==> src/mux_ctrl_pkg.sv <==
// constants for the two-channel bus multiplexer control block
package mux_ctrl_pkg;
    // fixed upper four bits of the seven-bit slave address
    localparam logic [3:0] SLAVE_ADDR_HI = 4'he;
    // control register reset value
    localparam logic [7:0] CTRL_RESET = 8'h00;
    // field positions in the control byte
    localparam int CHAN_PICK_POS = 0;
    localparam int CHAN_MID_POS = 1;
    localparam int CHAN_ENABLE_POS = 2;
    localparam int CHAN0_IRQ_POS = 4;
    localparam int CHAN1_IRQ_POS = 5;
    // bits kept in storage: selection plus unused bit three
    localparam logic [7:0] STORE_MASK = 8'h0f;
    // bit counter width and last bit index of a byte
    localparam logic [3:0] BYTE_LAST = 4'h7;
    // bus engine states
    typedef enum logic [2:0] {
        ST_IDLE,
        ST_ADDR,
        ST_ADDR_ACK,
        ST_WR_DATA,
        ST_WR_ACK,
        ST_RD_DATA,
        ST_RD_ACK
    } bus_state_t;
endpackage

==> src/i2c_two_channel_mux_ctrl.sv <==
// control logic of a one-of-two bus multiplexer with interrupt collection
`timescale 1ns/1ps
module i2c_two_channel_mux_ctrl
    import mux_ctrl_pkg::*;
(
    // clock and reset
    input wire logic core_clk,
    input wire logic rst_n,
    // upstream bus, open drain data
    input wire logic scl_in,
    input wire logic sda_in,
    output logic sda_out,
    output logic sda_oe,
    // address straps
    input wire logic addr_sel_bit0,
    input wire logic addr_sel_bit1,
    input wire logic addr_sel_bit2,
    // channel interrupt inputs, active low
    input wire logic chan0_irq_in_n,
    input wire logic chan1_irq_in_n,
    // interrupt output, open drain
    output logic irq_out,
    output logic irq_oe,
    // downstream pair connect controls
    output logic down0_connect,
    output logic down1_connect
);
    // ------------------------------------------------------------
    // pin synchronisers
    // ------------------------------------------------------------
    logic sclLvl; // synchronised clock line
    logic sclRise; // clock rising edge
    logic sclFall; // clock falling edge
    logic sdaLvl; // synchronised data line
    logic sdaRise; // data rising edge
    logic sdaFall; // data falling edge

    sync_edge u_scl_sync (
        .core_clk(core_clk),
        .rst_n(rst_n),
        .pinIn(scl_in),
        .level(sclLvl),
        .rise(sclRise),
        .fall(sclFall)
    );

    sync_edge u_sda_sync (
        .core_clk(core_clk),
        .rst_n(rst_n),
        .pinIn(sda_in),
        .level(sdaLvl),
        .rise(sdaRise),
        .fall(sdaFall)
    );

    // interrupt inputs and straps pass two flops too
    logic [1:0] irqMeta_reg; // first stage only
    logic [1:0] irqSync_reg; // synchronised inputs, active low
    logic [2:0] addrMeta_reg; // first stage only
    logic [2:0] addrSync_reg; // synchronised straps

    always_ff @(posedge core_clk) begin
        if (!rst_n) begin
            irqMeta_reg <= 2'h3;
            irqSync_reg <= 2'h3;
        end else begin
            irqMeta_reg <= {chan1_irq_in_n, chan0_irq_in_n};
            irqSync_reg <= irqMeta_reg;
        end
    end

    always_ff @(posedge core_clk) begin
        if (!rst_n) begin
            addrMeta_reg <= 3'h0;
            addrSync_reg <= 3'h0;
        end else begin
            addrMeta_reg <= {addr_sel_bit2, addr_sel_bit1, addr_sel_bit0};
            addrSync_reg <= addrMeta_reg;
        end
    end

    // ------------------------------------------------------------
    // start and stop detection
    // ------------------------------------------------------------
    logic startDet; // data falls while clock high
    logic stopDet; // data rises while clock high
    assign startDet = sdaFall & sclLvl;
    assign stopDet = sdaRise & sclLvl;

    // ------------------------------------------------------------
    // bus engine state
    // ------------------------------------------------------------
    bus_state_t state_reg; // engine state
    logic [3:0] bitCnt_reg; // bit index within a byte
    logic [7:0] shift_reg; // receive shift register
    logic [7:0] txByte_reg; // byte being sent on read
    logic [7:0] ctrl_reg; // stored selection bits
    logic [2:0] pending_reg; // selection waiting for stop
    logic [2:0] active_reg; // selection in force
    logic ackDrive_reg; // pull data low for acknowledge
    logic txDrive_reg; // pull data low for a zero bit
    logic isRead_reg; // current transfer direction

    // address match against straps
    function automatic logic addrHit(input logic [7:0] b, input logic [2:0] s);
        addrHit = (b[7:4] == SLAVE_ADDR_HI) && (b[3:1] == s);
    endfunction

    // live status byte returned on read
    function automatic logic [7:0] readByte(input logic [7:0] c, input logic [1:0] n);
        readByte = (c & STORE_MASK)
            | {2'b00, ~n[1], ~n[0], 4'h0};
    endfunction

    // ------------------------------------------------------------
    // protocol engine, advances on clock edges of the bus
    // ------------------------------------------------------------
    always_ff @(posedge core_clk) begin
        if (!rst_n) begin
            state_reg <= ST_IDLE;
            bitCnt_reg <= 4'h0;
            shift_reg <= 8'h00;
            isRead_reg <= 1'b0;
        end else if (startDet) begin
            // repeated start is legal anywhere
            state_reg <= ST_ADDR;
            bitCnt_reg <= 4'h0;
        end else if (stopDet) begin
            state_reg <= ST_IDLE;
        end else begin
            case (state_reg)
                ST_ADDR, ST_WR_DATA: begin
                    if (sclRise) begin
                        shift_reg <= {shift_reg[6:0], sdaLvl};
                    end
                    if (sclFall && bitCnt_reg == BYTE_LAST + 4'h1) begin
                        bitCnt_reg <= 4'h0;
                        if (state_reg == ST_WR_DATA) begin
                            state_reg <= ST_WR_ACK;
                        end else if (addrHit(shift_reg, addrSync_reg)) begin
                            state_reg <= ST_ADDR_ACK;
                            isRead_reg <= shift_reg[0];
                        end else begin
                            state_reg <= ST_IDLE; // other address, stay off bus
                        end
                    end else if (sclRise) begin
                        bitCnt_reg <= bitCnt_reg + 4'h1;
                    end
                end
                ST_ADDR_ACK, ST_WR_ACK: begin
                    if (sclFall) begin
                        state_reg <= isRead_reg ? ST_RD_DATA : ST_WR_DATA;
                    end
                end
                ST_RD_DATA: begin
                    if (sclFall) begin
                        if (bitCnt_reg == BYTE_LAST) begin
                            bitCnt_reg <= 4'h0;
                            state_reg <= ST_RD_ACK;
                        end else begin
                            bitCnt_reg <= bitCnt_reg + 4'h1;
                        end
                    end
                end
                ST_RD_ACK: begin
                    // master nack ends reading; ack asks for another byte
                    if (sclRise && sdaLvl) begin
                        state_reg <= ST_IDLE;
                    end else if (sclFall) begin
                        state_reg <= ST_RD_DATA;
                    end
                end
                default: begin
                    state_reg <= ST_IDLE;
                end
            endcase
        end
    end

    // ------------------------------------------------------------
    // control register: each written byte replaces the last
    // ------------------------------------------------------------
    always_ff @(posedge core_clk) begin
        if (!rst_n) begin
            ctrl_reg <= CTRL_RESET;
        end else if (state_reg == ST_WR_DATA && sclFall && bitCnt_reg == BYTE_LAST + 4'h1) begin
            // status and top bits are accepted but not kept
            ctrl_reg <= shift_reg & STORE_MASK;
        end
    end

    // ------------------------------------------------------------
    // selection waits for stop so lines are idle when joined
    // ------------------------------------------------------------
    always_ff @(posedge core_clk) begin
        if (!rst_n) begin
            pending_reg <= 3'h0;
            active_reg <= 3'h0;
        end else begin
            pending_reg <= ctrl_reg[2:0];
            if (stopDet) begin
                active_reg <= pending_reg;
            end
        end
    end

    // only enable set and mid clear selects a pair
    assign down0_connect = active_reg[CHAN_ENABLE_POS] & ~active_reg[CHAN_MID_POS]
        & ~active_reg[CHAN_PICK_POS];
    assign down1_connect = active_reg[CHAN_ENABLE_POS] & ~active_reg[CHAN_MID_POS]
        & active_reg[CHAN_PICK_POS];

    // ------------------------------------------------------------
    // transmit byte captured as a read starts
    // ------------------------------------------------------------
    always_ff @(posedge core_clk) begin
        if (!rst_n) begin
            txByte_reg <= 8'h00;
        end else if ((state_reg == ST_ADDR_ACK || state_reg == ST_RD_ACK) && sclFall) begin
            txByte_reg <= readByte(ctrl_reg, irqSync_reg);
        end else if (state_reg == ST_RD_DATA && sclFall) begin
            txByte_reg <= {txByte_reg[6:0], 1'b0};
        end
    end

    // ------------------------------------------------------------
    // data line drive, changed only while the clock is low
    // ------------------------------------------------------------
    always_ff @(posedge core_clk) begin
        if (!rst_n) begin
            ackDrive_reg <= 1'b0;
            txDrive_reg <= 1'b0;
        end else begin
            ackDrive_reg <= (state_reg == ST_ADDR_ACK || state_reg == ST_WR_ACK) && !startDet && !stopDet;
            txDrive_reg <= state_reg == ST_RD_DATA && !txByte_reg[7] && !startDet && !stopDet;
        end
    end

    assign sda_out = 1'b0;
    assign sda_oe = ackDrive_reg | txDrive_reg;

    // ------------------------------------------------------------
    // interrupt output, independent of selection
    // ------------------------------------------------------------
    logic irqLow_reg; // output pulled low
    always_ff @(posedge core_clk) begin
        if (!rst_n) begin
            irqLow_reg <= 1'b0;
        end else begin
            irqLow_reg <= ~(irqSync_reg[0] & irqSync_reg[1]);
        end
    end
    assign irq_out = 1'b0;
    assign irq_oe = irqLow_reg;

    // ------------------------------------------------------------
    // checks
    // ------------------------------------------------------------
    a_irq_and_inputs: assert property (@(posedge core_clk) disable iff (!rst_n)
        irq_oe == $past(~(irqSync_reg[0] & irqSync_reg[1])))
        else $error("interrupt output not AND of inputs");
    a_sel_at_stop: assert property (@(posedge core_clk) disable iff (!rst_n)
        !$past(stopDet) |-> $stable(active_reg))
        else $error("selection changed without stop");
    a_never_both: assert property (@(posedge core_clk) disable iff (!rst_n)
        !(down0_connect && down1_connect))
        else $error("both channels connected");
    a_top_zero: assert property (@(posedge core_clk) disable iff (!rst_n)
        txByte_reg[7:6] == 2'b00 || state_reg == ST_RD_DATA)
        else $error("top bits not zero");
    a_store_mask: assert property (@(posedge core_clk) disable iff (!rst_n)
        ctrl_reg[7:4] == 4'h0)
        else $error("status bits were stored");
    a_wr_store: assert property (@(posedge core_clk) disable iff (!rst_n)
        (state_reg == ST_WR_DATA && sclFall && bitCnt_reg == 4'h8)
        |=> ctrl_reg == ($past(shift_reg) & STORE_MASK))
        else $error("written byte not stored");
    a_sel_low_bits: assert property (@(posedge core_clk) disable iff (!rst_n)
        $past(stopDet) |-> active_reg == $past(pending_reg))
        else $error("selection not from pending bits");
    a_status_read: assert property (@(posedge core_clk) disable iff (!rst_n)
        (state_reg == ST_ADDR_ACK && sclFall && !startDet && !stopDet)
        |=> txByte_reg[5:4] == ~$past(irqSync_reg))
        else $error("status not captured on read");
    a_reset_idle: assert property (@(posedge core_clk)
        !rst_n |=> state_reg == ST_IDLE && active_reg == 3'h0)
        else $error("reset did not clear state");
    // a matching address pulls the line one cycle after the ack state opens
    a_addr_ack: assert property (@(posedge core_clk) disable iff (!rst_n)
        (state_reg == ST_ADDR && sclFall && bitCnt_reg == 4'h8 && addrHit(shift_reg, addrSync_reg))
        |=> ##1 sda_oe)
        else $error("matching address not acknowledged");
    // a foreign address never pulls the line
    a_addr_foreign: assert property (@(posedge core_clk) disable iff (!rst_n)
        (state_reg == ST_ADDR && sclFall && bitCnt_reg == 4'h8 && !addrHit(shift_reg, addrSync_reg))
        |=> ##1 !sda_oe)
        else $error("foreign address acknowledged");
    // master nack ends the read and frees the line for its stop
    a_rd_nack: assert property (@(posedge core_clk) disable iff (!rst_n)
        (state_reg == ST_RD_ACK && sclRise && sdaLvl && !startDet && !stopDet)
        |=> state_reg == ST_IDLE ##1 !sda_oe)
        else $error("read not ended on nack");
    // connect pins move only right after a stop
    a_pins_at_stop: assert property (@(posedge core_clk) disable iff (!rst_n)
        !$past(stopDet) |-> $stable(down0_connect) && $stable(down1_connect))
        else $error("connect pins changed without stop");

    // ------------------------------------------------------------
    // cover points
    // ------------------------------------------------------------
    // one per scenario: write, read, each pair joined, interrupt
    c_write: cover property (@(posedge core_clk) state_reg == ST_WR_ACK);
    c_read: cover property (@(posedge core_clk) state_reg == ST_RD_ACK);
    c_chan1: cover property (@(posedge core_clk) down1_connect);
    c_irq: cover property (@(posedge core_clk) irq_oe);
    c_chan0: cover property (@(posedge core_clk) down0_connect);
endmodule

==> src/sync_edge.sv <==
// two-flop synchroniser with edge flags for one pin
`timescale 1ns/1ps
module sync_edge
    import mux_ctrl_pkg::*;
(
    // clock and reset
    input wire logic core_clk,
    input wire logic rst_n,
    // asynchronous pin
    input wire logic pinIn,
    // synchronised level and edges
    output logic level,
    output logic rise,
    output logic fall
);
    logic meta_reg; // first stage, read only by the second
    logic sync_reg; // second stage
    logic prev_reg; // delayed copy for edge detection

    // ------------------------------------------------------------
    // synchroniser, resets to idle-high bus level
    // ------------------------------------------------------------
    always_ff @(posedge core_clk) begin
        if (!rst_n) begin
            meta_reg <= 1'b1;
            sync_reg <= 1'b1;
            prev_reg <= 1'b1;
        end else begin
            meta_reg <= pinIn;
            sync_reg <= meta_reg;
            prev_reg <= sync_reg;
        end
    end

    assign level = sync_reg;
    assign rise = sync_reg & ~prev_reg;
    assign fall = ~sync_reg & prev_reg;
endmodule
==> config.mk <==
export PLATFORM = sky130hd
export DESIGN_NAME = i2c_two_channel_mux_ctrl
export DESIGN_NICKNAME = d
export VERILOG_FILES = /design/src/mux_ctrl_pkg.sv /design/src/i2c_two_channel_mux_ctrl.sv /design/src/sync_edge.sv
export SDC_FILE = /design/constraint.sdc
export NUM_CORES = 1
export LEC_CHECK = 0
export BUFFER_PORTS_ARGS = -buffer_cell sky130_fd_sc_hd__buf_2
export CAP_MARGIN = 0
export CORE_UTILIZATION = 59
export DETAILED_ROUTE_END_ITERATION = 12
export GPL_ROUTABILITY_DRIVEN = 1
export PLACE_DENSITY_LB_ADDON = 0.25
export SYNTH_ARGS = -nofsm -noshare
export SYNTH_HDL_FRONTEND = slang
export SYNTH_SLANG_ARGS = --single-unit
==> constraint.sdc <==
create_clock -name core_clk -period 2.1 [get_ports core_clk]
set_input_delay 0.21 -clock core_clk [delete_from_list [all_inputs] [get_ports core_clk]]
set_output_delay 0.21 -clock core_clk [all_outputs]
set_load 0.02 [all_outputs]
==> qor.txt <==
Drt pass-1 iters: 4
WL/cell: 13.3 um
Syn Inst Count: 244
P_sw: 0.380 mW
Placed Cells: 298
Post-CTS Setup Bufs: 0
Status: finished clean
Detailed Route WL: 4.08 mm
Core Box Area: 3660 um2
LEAKAGE: 0.971 nW
Antenna violations before repair: 0
CP Capture Type: register
Most frequent cells in the layout: dfxtp_1, nand2_1, nor2_1
Slew Viols, Final: 0
Maximum VDD drop: 569 uV
# DRC: 0
Area of the multi-input gates: 1120 um2
Area Growth Syn to Fin: 8.82%
Clock latency at the later pin of the worst-skew pair: 0.31 ns
Most Crowded Layer GR: met2
Ports: 15
Slew margin rel.: 65.0%
Fillcell total: 322
RSZ-0062 raised after global routing: false
Gr ovfl total: 0
Final setup viols: 0
P_int: 1.28 mW
FF+latch area: 1060 um2
M2 GR Usage: 35.2%
Max cap viols: 0
Reg power frac: 61.9%
Clock-pin transition on the worst setup and hold timing paths: 0.09 ns
Synthesis Warnings: 0
Worst Hold Slack: 0.0732 ns
WS Path Type: register to register
Mapped cell area: 2250 um2
Synth async-reset ratio: 0%
Worst hold path class: input port to register
Total die area: 4070 um2
Detail Placement HPWL: 2.77 mm
TritonCTS clock tree: yes
Placer Congestion: 0.858
Global Route Usage Sum: 22.7%
Final instance area: 2450 um2
#FFs+latches synth: 53
Post-CTS Hold Buffers: 0
Most common cell after layout, fill and taps aside: dfxtp_1
Gate power share: 4.4%
Initial DRC count: 93
Critical Path RT: 2.33 ns
Clock buffer count from CTS: 5
Final cell count without fillers: 306
Total power draw: 1.66 mW
Fmax: 525 MHz
Tightest Pin Transition: 0.525 ns
CTS root buf: clkbuf_8
Largest fanout on the critical path: 5
Final #Nets: 268
Antenna Cells: 0
Setup TNS Final: 0 ns
Main synth FF type: dfxtp_1
Final-report hold violation count: 0
Type of origin of the critical path: register
Yosys cell types: 46
Via count: 1716
CTS Sinks: 53
Initial core utilization: 61.6%
Post-synth EDFFs: 0
Post-CTS resize count: 0
Tmin final: 1.91 ns
Pin count of the biggest net entering global routing: 37
Drt via density: 5.61
H-tree levels: 2
Routed Antenna Nets: 0
Clock Tree Buf Depth: 2
Period utilisation layout: 90.7%
Die width: 63.8 um
Met1 GRT Util: 28.9%
Worst-case clock skew: 0.00582 ns
PD cells: 676 nW/um2
Vias in the first global route: 1582
Power share of the clock group: 33.7%
GRT met3 Usage: 4.29%
FP Rows: 22
Sw Ratio: 22.9%
Worst Path Arrival: 2.13 ns
# port buffers: 12
Global-route wire length before repair: 7.06 mm
DP Area: 2370 um2
Sequential cell area fraction in the yosys report: 47.1%
Avg Cell Area, Syn: 9.24 um2
Fraction of layout cells with a size suffix above 1: 14.3%
Die Ht: 63.8 um
-- area by class of cell --
cell class / instances / share of cell area (%)
sequential: 53 / 43.2
multi-input combinational: 174 / 45.6
clock buffer: 5 / 2.80
tap: 48 / 2.45
timing repair buffer: 19 / 4.59
clock inverter: 3 / 0.714
inverter: 4 / 0.612
-- metal layers --
layer,vias to the layer above,part of all wire (%),routed length (um)
li1,861,-,-
met1,804,48,1950
met2,40,45,1840
met3,11,4.2,171
met4,0,3.0,123
met5,-,0,0
-- cells by family (layout without fill, tap and decap cells) --
| logic type | Yosys count | after routing | share of synthesized area [%] |
|---|---|---|---|
| xor gates and xnor gates | 5 | 5 | 1.94 |
| DFF | 53 | 53 | 47.1 |
| buffers and inverters | 18 | 31 | 3.50 |
| muxes | 10 | 10 | 4.44 |
| and+or+nand+nor | 109 | 109 | 26.7 |
| AOI/OAI and AO/OA | 46 | 46 | 15.0 |
| other | 1 | 2 | 0.166 |
| adders and majority gates | 2 | 2 | 1.11 |
-- stage by stage --
| stage | utilization, % | setup slack [ns] |
|---|---|---|
| finish | 67.0 | 0.194 |
| detailed placement | 64.7 | 0.294 |
| global route | 67.0 | 0.0740 |
| floorplan | - | 0.425 |
| global placement | 64.7 | 0.346 |
| CTS | 67.0 | 0.206 |
-- path summary, 6_finish.rpt --
kind / startpoint / end / slack (ns) / cells past startpoint
hold / removal: scl_in / u_scl_sync.meta_reg / 0.07 / 2
hold reg to reg: irqMeta_reg[0] / irqSync_reg[0] / 0.41 / 1
setup / recovery: bitCnt_reg[0] / state_reg[2] / 0.19 / 7
setup reg to reg: bitCnt_reg[0] / state_reg[2] / 0.19 / 7
-- power by group through the flow --
stage | combinational [mW] | clock [mW] | sequential [mW]
finish | 0.0726 | 0.559 | 1.03
global route | 0.0792 | 0.619 | 1.03
global placement | 0.0708 | 0 | 1.05
detailed placement | 0.0719 | 0 | 1.05
floorplan | 0.0552 | 0 | 1.05
CTS | 0.0731 | 0.573 | 1.03
-- synthesized netlist by cell type (all sizes together), types with 2 or more instances --
| master | n | area share, % |
|---|---|---|
| or2 | 3 | 0.83 |
| nor3 | 3 | 0.67 |
| xor2 | 4 | 1.6 |
| nand3 | 9 | 2.0 |
| nor2b | 10 | 2.8 |
| dfxtp | 53 | 47 |
| a21boi | 10 | 3.3 |
| ha | 2 | 1.1 |
| a221oi | 2 | 1.8 |
| or4 | 2 | 0.67 |
| clkbuf | 9 | 1.5 |
| nor2 | 15 | 2.8 |
| nand2 | 29 | 4.8 |
| buf | 5 | 1.3 |
| nor3b | 2 | 0.67 |
| o21ai | 8 | 1.8 |
| nand2b | 12 | 3.7 |
| o31ai | 2 | 0.67 |
| or3 | 3 | 1.1 |
| mux2i | 10 | 4.4 |
| a21oi | 10 | 2.2 |
| inv | 4 | 0.67 |
| nand3b | 3 | 1.0 |
| nand4b | 2 | 0.78 |
| and3b | 2 | 0.78 |
| and2 | 11 | 3.1 |
| a311oi | 2 | 0.78 |
| a211oi | 6 | 2.0 |
-- critical path, stage by stage, from the launching register on --
cell,delay [ns]
dfxtp_1,0.36
inv_1,0.07
ha_1,0.13
nand2_1,0.10
or3_4,0.36
a221oi_4,0.40
o21ai_1,0.17
a221oi_2,0.23
(Power assumes the default switching activity.)
